===== config.mk =====
export PLATFORM = sky130hd
export DESIGN_NAME = motor_fault_ctrl
export DESIGN_NICKNAME = d
export VERILOG_FILES = /design/src/hw/fault_pkg.sv /design/src/hw/motor_fault_ctrl.sv /design/src/hw/sync2.sv /design/src/hw/persist_timer.sv
export SDC_FILE = /design/constraint.sdc
export NUM_CORES = 1
export LEC_CHECK = 0
export BUFFER_PORTS_ARGS = -buffer_cell sky130_fd_sc_hd__buf_2
export CELL_PAD_IN_SITES_DETAIL_PLACEMENT = 1
export CELL_PAD_IN_SITES_GLOBAL_PLACEMENT = 1
export CORE_MARGIN = 3
export CORE_UTILIZATION = 31
export CTS_BUF_LIST = sky130_fd_sc_hd__clkbuf_8
export DETAILED_ROUTE_END_ITERATION = 8
export PLACE_DENSITY_LB_ADDON = 0.3
export SKIP_CTS_REPAIR_TIMING = 1
export SYNTH_ARGS = -nofsm -noshare
export SYNTH_HDL_FRONTEND = slang
export SYNTH_HIERARCHICAL = 1
export SYNTH_SLANG_ARGS = --single-unit

===== constraint.sdc =====
create_clock -name ref_clk -period 6 [get_ports ref_clk]
set_clock_uncertainty 0.05 [all_clocks]
set_input_delay 0.6 -clock ref_clk [delete_from_list [all_inputs] [get_ports ref_clk]]
set_output_delay 0.6 -clock ref_clk [all_outputs]
set_load 0.01 [all_outputs]

===== src/hw/fault_pkg.sv =====
// constants, types and status layout for the motor driver fault and mode block
// assumes a single 100 MHz ref_clk; pin inputs arrive unsynchronised
package fault_pkg;
    localparam int CLK_PERIOD_NS = 10;

    // time figures in their own units
    localparam int PULSE_MIN_US        = 20;
    localparam int SLEEP_ENTRY_US      = 120;
    localparam int OCP_FILTER_NS       = 2000;
    localparam int RETRY_WAIT_US       = 4000;
    localparam int OPEN_LOAD_DETECT_US = 200;
    localparam int WAKE_US             = 1000;

    // least times round up
    localparam int PULSE_MIN_CYC   = (PULSE_MIN_US * 1000 + CLK_PERIOD_NS - 1) / CLK_PERIOD_NS;
    localparam int OCP_FILTER_CYC  = (OCP_FILTER_NS + CLK_PERIOD_NS - 1) / CLK_PERIOD_NS;
    localparam int SLEEP_ENTRY_CYC = (SLEEP_ENTRY_US * 1000 + CLK_PERIOD_NS - 1) / CLK_PERIOD_NS;
    localparam int RETRY_WAIT_CYC  = (RETRY_WAIT_US * 1000 + CLK_PERIOD_NS - 1) / CLK_PERIOD_NS;
    localparam int OL_DETECT_CYC   = (OPEN_LOAD_DETECT_US * 1000 + CLK_PERIOD_NS - 1)
                                     / CLK_PERIOD_NS;
    localparam int WAKE_CYC        = (WAKE_US * 1000 + CLK_PERIOD_NS - 1) / CLK_PERIOD_NS;

    // register map, byte addresses
    localparam logic [3:0] STATUS_OFS = 4'h0;
    localparam logic [3:0] CTRL_OFS   = 4'h4;
    localparam logic       CTRL_RST   = 1'h0;

    // status bit positions
    localparam int ST_OCP     = 0;
    localparam int ST_OL      = 1;
    localparam int ST_OT      = 2;
    localparam int ST_PUMP_RAIL_UNDERVOLTAGE    = 3;
    localparam int ST_LOCK    = 4;
    localparam int ST_FAULT   = 5;
    localparam int ST_BRIDGE  = 6;
    localparam int ST_PUMP    = 7;
    localparam int ST_MODE    = 8;
    localparam int ST_READY   = 10;
    localparam int ST_LATCHED = 11;
    localparam int CTRL_INHIBIT = 0;

    typedef enum logic [1:0] {
        MODE_SLEEP,
        MODE_WAKE,
        MODE_RUN
    } mode_e;
endpackage


===== src/hw/motor_fault_ctrl.sv =====
// fault supervision and power mode control of a stepper driver
// assumes analog comparators arrive as asynchronous level flags and an
// avalon-mm master on ref_clk reaches the status and control words
`timescale 1ns/10ps
module motor_fault_ctrl #(
    parameter int SLEEP_CYC = fault_pkg::SLEEP_ENTRY_CYC,
    parameter int RETRY_CYC = fault_pkg::RETRY_WAIT_CYC,
    parameter int OL_CYC    = fault_pkg::OL_DETECT_CYC,
    parameter int WAKE_CYCS = fault_pkg::WAKE_CYC
) (
    input  wire logic        ref_clk,
    input  wire logic        rst_n,
    input  wire logic        sleep_in_low_active,
    input  wire logic        enable_pin_high,
    input  wire logic        enable_pin_float,
    input  wire logic        supply_lockout,
    input  wire logic        pump_rail_undervoltage,
    input  wire logic [7:0]  fet_current_limit,
    input  wire logic [1:0]  coil_below_threshold,
    input  wire logic        thermal_shutdown,
    output logic             fault_out_low_active,
    output logic             fault_out_low_active_oe,
    output logic             bridge_enable,
    output logic             pump_enable,
    output logic             regulator_enable,
    output logic             indexer_enable,
    output logic             inputs_ready,
    input  wire logic [3:0]  address,
    input  wire logic        read,
    input  wire logic        write,
    input  wire logic [31:0] writedata,
    output logic [31:0]      readdata,
    output logic             waitrequest
);
    import fault_pkg::*;

    typedef struct packed {
        mode_e       mode;
        logic        sleep_prev;
        logic [31:0] low_cnt;
        logic [31:0] wake_cnt;
        logic [31:0] retry_cnt;
        logic        overcurrent_protect;
        logic        ol;
        logic        ot;
        logic        inhibit;
        logic        ack;
        logic [31:0] rdata;
        logic        bridge_en;
        logic        pump_en;
        logic        reg_en;
        logic        logic_en;
        logic        fault;
        logic        ready;
    } ctrl_s;

    ctrl_s st_q;
    ctrl_s st_d;

    logic [13:0] pins_s;
    logic        sleep_s;
    logic        en_high_s;
    logic        en_float_s;
    logic        lockout_s;
    logic        pump_rail_undervoltage_s;
    logic        ilim_s;
    logic        coil_low_s;
    logic        hot_s;
    logic        ocp_hit;
    logic        ol_hit;
    logic        ol_cond;

    sync2 #(
        .W (14)
    ) u_sync (
        .ref_clk  (ref_clk),
        .rst_n    (rst_n),
        .async_in ({sleep_in_low_active, enable_pin_high, enable_pin_float, supply_lockout,
                    pump_rail_undervoltage, fet_current_limit, thermal_shutdown}),
        .sync_out (pins_s[13:0])
    );

    logic [1:0] coil_s;

    sync2 #(
        .W (2)
    ) u_sync_coil (
        .ref_clk  (ref_clk),
        .rst_n    (rst_n),
        .async_in (coil_below_threshold),
        .sync_out (coil_s)
    );

    assign sleep_s    = pins_s[13];
    assign en_high_s  = pins_s[12];
    assign en_float_s = pins_s[11];
    assign lockout_s  = pins_s[10];
    assign pump_rail_undervoltage_s     = pins_s[9];
    assign ilim_s     = |pins_s[8:1];
    assign hot_s      = pins_s[0];
    assign coil_low_s = |coil_s;

    persist_timer #(
        .CYC (OCP_FILTER_CYC)
    ) u_ocp_filter (
        .ref_clk (ref_clk),
        .rst_n   (rst_n),
        .cond    (ilim_s),
        .hit     (ocp_hit)
    );

    // open load only judged while coils are driven
    assign ol_cond = coil_low_s && st_q.bridge_en;

    persist_timer #(
        .CYC (OL_CYC)
    ) u_ol_filter (
        .ref_clk (ref_clk),
        .rst_n   (rst_n),
        .cond    (ol_cond),
        .hit     (ol_hit)
    );

    logic en_latched;
    logic en_low;
    logic sleep_rise;
    logic reset_pulse;
    logic power_clear;
    logic req;

    always_comb begin
        en_latched  = en_float_s;
        en_low      = !en_float_s && !en_high_s;
        sleep_rise  = sleep_s && !st_q.sleep_prev;
        // low time over the minimum clears, longer short ones too
        reset_pulse = sleep_rise && (st_q.mode != MODE_SLEEP)
                      && (st_q.low_cnt > 32'(PULSE_MIN_CYC));
        // sleep or lockout behaves as a power cycle for every flag except thermal, which clears only once cool
        power_clear = (st_q.mode == MODE_SLEEP) || lockout_s;
        req         = read || write;

        st_d            = st_q;
        st_d.sleep_prev = sleep_s;

        if (sleep_s) begin
            st_d.low_cnt = '0;
        end else if (st_q.low_cnt < 32'(SLEEP_CYC)) begin
            st_d.low_cnt = st_q.low_cnt + 32'h1;
        end

        unique case (st_q.mode)
            MODE_SLEEP: begin
                // leave sleep on rising sleep pin
                if (sleep_s) begin
                    st_d.mode     = MODE_WAKE;
                    st_d.wake_cnt = '0;
                end
            end
            MODE_WAKE: begin
                if (st_q.wake_cnt < 32'(WAKE_CYCS)) begin
                    st_d.wake_cnt = st_q.wake_cnt + 32'h1;
                end else begin
                    st_d.mode = MODE_RUN;
                end
            end
            MODE_RUN: begin
            end
        endcase
        // entry after the sleep entry time of low pin
        if (!sleep_s && st_q.low_cnt >= 32'(SLEEP_CYC)) begin
            st_d.mode = MODE_SLEEP;
        end else if (lockout_s && st_q.mode != MODE_SLEEP) begin
            // logic held in reset, wake sequence again on return
            st_d.mode     = MODE_WAKE;
            st_d.wake_cnt = '0;
        end

        // retry wait runs from the overcurrent event
        if (!st_q.overcurrent_protect) begin
            st_d.retry_cnt = '0;
        end else if (st_q.retry_cnt < 32'(RETRY_CYC)) begin
            st_d.retry_cnt = st_q.retry_cnt + 32'h1;
        end

        // mode read live each cycle; latched holds until pulse
        if (power_clear || reset_pulse
            || (!en_latched && st_q.retry_cnt >= 32'(RETRY_CYC) && !ilim_s)) begin
            st_d.overcurrent_protect = 1'b0;
        end
        // pulse only clears flags; a new event still wins
        if (ocp_hit && !power_clear) begin
            st_d.overcurrent_protect = 1'b1;
        end

        if (power_clear || (en_latched ? reset_pulse : !ol_hit)) begin
            st_d.ol = 1'b0;
        end
        if (ol_hit && !power_clear) begin
            st_d.ol = 1'b1;
        end

        // latched thermal needs cooling and a pulse, retry needs cooling
        if (!hot_s && (power_clear || !en_latched || reset_pulse)) begin
            st_d.ot = 1'b0;
        end
        if (hot_s && !lockout_s) begin
            st_d.ot = 1'b1;
        end

        // bridges only in run, enable not low, not inhibited, no fault other than open load
        st_d.bridge_en = (st_d.mode == MODE_RUN) && !en_low && !st_q.inhibit && !pump_rail_undervoltage_s
                         && !lockout_s && !st_d.overcurrent_protect && !st_d.ot;
        // pump stays up on rail fault, dropped on heat or lockout
        st_d.pump_en   = (st_d.mode != MODE_SLEEP) && !lockout_s && !st_d.ot;
        st_d.reg_en    = (st_d.mode != MODE_SLEEP);
        st_d.logic_en  = (st_d.mode != MODE_SLEEP) && !lockout_s;
        st_d.ready     = (st_d.mode == MODE_RUN) && !lockout_s;
        // any live or latched fault holds the line low
        st_d.fault     = lockout_s || pump_rail_undervoltage_s || st_d.overcurrent_protect || st_d.ol || st_d.ot;

        // one wait state per access; write lands on the answering edge
        st_d.ack = req && !st_q.ack;
        if (req && !st_q.ack) begin
            st_d.rdata = '0;
            if (read && address == STATUS_OFS) begin
                st_d.rdata[ST_OCP]          = st_q.overcurrent_protect;
                st_d.rdata[ST_OL]           = st_q.ol;
                st_d.rdata[ST_OT]           = st_q.ot;
                st_d.rdata[ST_PUMP_RAIL_UNDERVOLTAGE]         = pump_rail_undervoltage_s;
                st_d.rdata[ST_LOCK]         = lockout_s;
                st_d.rdata[ST_FAULT]        = st_q.fault;
                st_d.rdata[ST_BRIDGE]       = st_q.bridge_en;
                st_d.rdata[ST_PUMP]         = st_q.pump_en;
                st_d.rdata[ST_MODE+1:ST_MODE] = st_q.mode;
                st_d.rdata[ST_READY]        = st_q.ready;
                st_d.rdata[ST_LATCHED]      = en_latched;
            end else if (read && address == CTRL_OFS) begin
                st_d.rdata[CTRL_INHIBIT] = st_q.inhibit;
            end
        end
        if (write && st_q.ack && address == CTRL_OFS) begin
            st_d.inhibit = writedata[CTRL_INHIBIT];
        end
    end

    always_ff @(posedge ref_clk) begin
        if (!rst_n) begin
            st_q         <= '0;
            st_q.mode    <= MODE_WAKE;
            st_q.inhibit <= CTRL_RST;
        end else begin
            st_q <= st_d;
        end
    end

    // open drain: only ever pulls low
    assign fault_out_low_active    = 1'b0;
    assign fault_out_low_active_oe = st_q.fault;
    assign bridge_enable           = st_q.bridge_en;
    assign pump_enable             = st_q.pump_en;
    assign regulator_enable        = st_q.reg_en;
    assign indexer_enable          = st_q.logic_en;
    assign inputs_ready            = st_q.ready;
    assign readdata                = st_q.rdata;
    assign waitrequest             = req && !st_q.ack;
endmodule


===== src/hw/sync2.sv =====
// two flip-flop synchroniser for a bus of independent levels
// assumes each bit is a slow level; no bit-to-bit coherence is promised
`timescale 1ns/10ps
module sync2 #(
    parameter int W = 1
) (
    input  wire logic         ref_clk,
    input  wire logic         rst_n,
    input  wire logic [W-1:0] async_in,
    output logic      [W-1:0] sync_out
);
    typedef struct packed {
        logic [W-1:0] meta;
        logic [W-1:0] stable;
    } sync_s;

    sync_s st_q;
    sync_s st_d;

    always_comb begin
        st_d        = st_q;
        st_d.meta   = async_in;
        // first stage feeds only the second
        st_d.stable = st_q.meta;
    end

    always_ff @(posedge ref_clk) begin
        if (!rst_n) begin
            st_q <= '0;
        end else begin
            st_q <= st_d;
        end
    end

    assign sync_out = st_q.stable;
endmodule


===== src/hw/persist_timer.sv =====
// flags a condition that has held for more than a fixed number of cycles
// assumes cond is already synchronised to ref_clk
`timescale 1ns/10ps
module persist_timer #(
    parameter int CYC = 1
) (
    input  wire logic ref_clk,
    input  wire logic rst_n,
    input  wire logic cond,
    output logic      hit
);
    typedef struct packed {
        logic [31:0] cnt;
        logic        hit;
    } tmr_s;

    tmr_s st_q;
    tmr_s st_d;

    always_comb begin
        st_d = st_q;
        if (!cond) begin
            st_d.cnt = '0;
        end else if (st_q.cnt < 32'(CYC)) begin
            st_d.cnt = st_q.cnt + 32'h1;
        end
        // saturating count keeps hit steady on long faults
        st_d.hit = cond && (st_q.cnt >= 32'(CYC));
    end

    always_ff @(posedge ref_clk) begin
        if (!rst_n) begin
            st_q <= '0;
        end else begin
            st_q <= st_d;
        end
    end

    assign hit = st_q.hit;
endmodule


==> impl_metrics.py <==
metrics = {
    "cells_and_area": {
        "nets": 988,
        "fillers": 3115,
        "final_core_util_pct": 35.8,
        "drive_gt1_share_pct": 16.7,
        "seqCellArea_um2": 4400,
        "n_antenna_cell": 0,
        "multi_input_area_um2": 3700,
        "area_growth_pct": 13.3,
    },
    "setup_path": {
        "worst-r2r-cell-count": 6,
        "cp-startpoint": "st_q[124]",
        "crit_fanout": 15,
        "r2r_setup_slack_ns": 3.25,
        "cp.required_ns": 6.38,
        "arrival_ns": 3.13,
        "endpoint_kind": "register",
        "start_kind": "register",
        "cp_cell_sequence": "nor4_1 > nand4_1 > a211oi_2 > a21oi_1 > o21a_1 > and2_1",
        "critical-path-slowest-cell": "a211oi_2",
        "rr_startpoint": "st_q[124]",
        "cpPeakStageDelay_ns": 0.78,
        "reg2reg_to": "st_q[97]",
        "path_class": "reg2reg",
        "crit_path_end": "st_q[97]",
    },
    "timing": {
        "drv_slew": 0,
        "slew_headroom_pct": 38.4,
        "min_period_ns": 2.75,
        "hold_viol": 0,
        "finalSetupViolCount": 0,
        "tightest_slew_ns": 0.915,
        "fmax_ghz": 0.364,
        "rsz0062_at_grt": "false",
        "fin_tns_setup_ns": 0,
        "period_share_pct": 45.8,
    },
    "synth": {
        "ys_async_sr_fraction_pct": 0,
        "synth_top_area_share_pct": 51.5,
        "ys_types": 74,
        "yosys_warnings": 6,
        "yosysSeqAreaShare_pct": 51.5,
        "synth_area_leader_cell": "dfxtp_1",
        "synth_area_leaders": "dfxtp_1 (52%), and3_1 (4.8%), and2_1 (3.7%), nor2_1 (3.4%), buf_4 (3.1%)",
        "synthesis.instances": 884,
        "syn-cell-area_um2": 8550,
        "synth_edf_count": 0,
        "yosys_register_bits": 220,
        "synth_flop_cell": "dfxtp_1",
        "avgSynthCellArea_um2": 9.67,
    },
    "pwr": {
        "power.density_nw_per_um2": 310,
        "power_leakage_uw": 0.00400,
        "vdd_ir_drop_max_mv": 0.183,
    },
    "clocking": {
        "root_buffer": "clkbuf_8",
        "cts_sinks": 220,
        "clkLatencyLatePin_ns": 0.54,
        "path_clk_slew_ns": 0.06,
        "clk_path_buf_depth": 3,
        "tritoncts": "yes",
        "htreeDepth": 2,
        "cts_buffers": 40,
    },
    "floorplan": {
        "io_pins": 96,
        "dieArea_um2": 29600,
        "row_count": 60,
        "die_h_um": 172,
        "initial_utilization_pct": 31.6,
        "fp.dieW_um": 172,
        "coreArea_um2": 27000,
    },
    "detailed_routing": {
        "antenna_left": 0,
        "firstDrtPassIters": 5,
        "num_vias": 6251,
        "drt_iter0_drc": 248,
        "viasPerCell": 4.86,
        "drc_errors": 0,
        "wl_um": 18400,
        "wl_per_cell_um": 14.3,
    },
    "run_status": {
        "status": "finished, final reports clean",
    },
    "place": {
        "place.port_buffers": 43,
        "hpwl_um": 12100,
        "place.gp.congestion": 0.738,
    },
    "run": {
        "maxCapViolCount": 0,
    },
    "grt": {
        "antenna_found_initial": 0,
        "grt_pass1_wl_um": 31100,
        "grt_pass1_vias": 6345,
        "track_usage_pct": 12.7,
        "grt_max_degree": 69,
        "grt_overflow": 0,
    },
    "min_path": {
        "hp-class": "in2reg",
    },
}
cells in the mapped netlist, types with 5 or more instances:
cell type  count
a21o_1         8
dfxtp_1      220
a21oi_1       34
nor3_1        17
and4_1         5
ha_1           9
or3_1          6
and2_2        23
mux2i_1        5
nand3_1       35
nand2_1       36
xnor2_1        8
o31ai_1        6
nor4_1        19
or4_1         12
xor2_1        23
o211ai_1       7
a31oi_1        8
a22oi_1       11
and3_1        65
nand4_1       25
clkbuf_1      28
nor2_1        77
buf_4         35
inv_1         27
and2_1        51
o21ai_0        5
power breakdown:
| group | total, uW | internal [uW] | leakage [uW] | switching (uW) |
|---|---|---|---|---|
| combinational | 83.8 | 28.9 | 0.00177 | 54.9 |
| clock | 1430 | 826 | 0.000449 | 603 |
| sequential | 1490 | 1480 | 0.00178 | 11.0 |
cell families after synthesis:
logic type	Yosys count	synth area share (%)
compound gates	118	10.4
flops	220	51.5
simple gates	400	26.5
other cells	1	0.0439
fa+ha+maj	9	1.32
buf+inv	98	6.22
mux	7	0.849
xor+xnor	31	3.18
layer usage:
metal,GRT usage [%],share of wire [%],up-vias
li1,-,-,3139
met1,16.8,48,2985
met2,20.2,46,92
met3,3.09,4.3,35
met4,4.51,2.2,0
met5,0,0,-
placed cells by master, fill, tap and decap left out, types with 4 or more instances in the layout:
cell type,synthesis,final
a21o_1,8,8
a21oi_1,34,34
a22oi_1,11,11
a31oi_1,8,8
and2_1,51,51
and2_2,23,23
and3_1,65,65
and4_1,5,5
buf_2,3,43
buf_4,35,5
clkbuf_8,0,46
conb_1,1,21
dfxtp_1,220,220
ha_1,9,9
inv_1,27,37
mux2i_1,5,5
nand2_1,36,36
nand2b_1,4,4
nand3_1,35,35
nand4_1,25,25
nor2_1,77,77
nor3_1,17,16
nor4_1,19,19
nor4_2,4,4
o211ai_1,7,7
o21a_1,4,4
o21ai_0,5,5
o31ai_1,6,6
or3_1,6,6
or4_1,12,12
xnor2_1,8,8
xor2_1,23,23
critical path, delay by kind of cell (launching register included):
kind             cells  cell delay (ns)
AO/OA/AOI/OAI        3             1.50
flip-flops           1             0.31
AND/OR/NAND/NOR      3             0.80
worst min-delay path by stage:
stage	startpoint	end	slack (ns)	cells after the start
global placement	u_sync_coil/st_d[0]	u_sync_coil/sync_out[0]	0.37	1
floorplan	u_sync_coil/st_d[0]	u_sync_coil/sync_out[0]	0.36	1
detailed placement	u_sync/st_d[4]	u_sync/sync_out[4]	0.37	1
global route	coil_below_threshold[0]	u_sync_coil/st_d[0]	0.19	2
CTS	coil_below_threshold[0]	u_sync_coil/st_d[0]	0.18	2
finish	coil_below_threshold[0]	u_sync_coil/st_d[0]	0.22	2
state kept, by name, indices dropped and copies added, names as in the netlist:
name,flops
st_q,104
u_ocp_filter/st_q,32
u_ol_filter/st_q,32
u_sync/st_d,14
u_sync/sync_out,14
readdata,12
u_sync_coil/st_d,2
u_sync_coil/sync_out,2
bridge_enable,1
fault_out_low_active_oe,1
indexer_enable,1
inputs_ready,1
pump_enable,1
regulator_enable,1
u_ocp_filter/hit,1
u_ol_filter/hit,1
final cells by class:
| class | instances | area share (%) |
|---|---|---|
| inverter | 27 | 1.05 |
| clock inverter | 19 | 1.76 |
| timing repair buffer | 48 | 2.61 |
| tap | 341 | 4.41 |
| clock buffer | 46 | 6.54 |
| multi-input combinational | 586 | 38.2 |
| sequential | 220 | 45.5 |
through the flow:
step / setup WS [ns] / hold slack, ns / instance area (um2) / std cells / power, uW
floorplan: 3.83 / 0.362 / 8620 / 904 / 1580
detailed placement: 3.08 / 0.370 / 8880 / 1222 / 1610
finish: 3.25 / 0.220 / 9690 / 1287 / 3000
CTS: 3.18 / 0.176 / 9690 / 1287 / 3070
global placement: 3.05 / 0.367 / 8880 / 1222 / 1610
global route: 2.95 / 0.193 / 9690 / 1287 / 3150
Power figures use the tool's default switching activity.
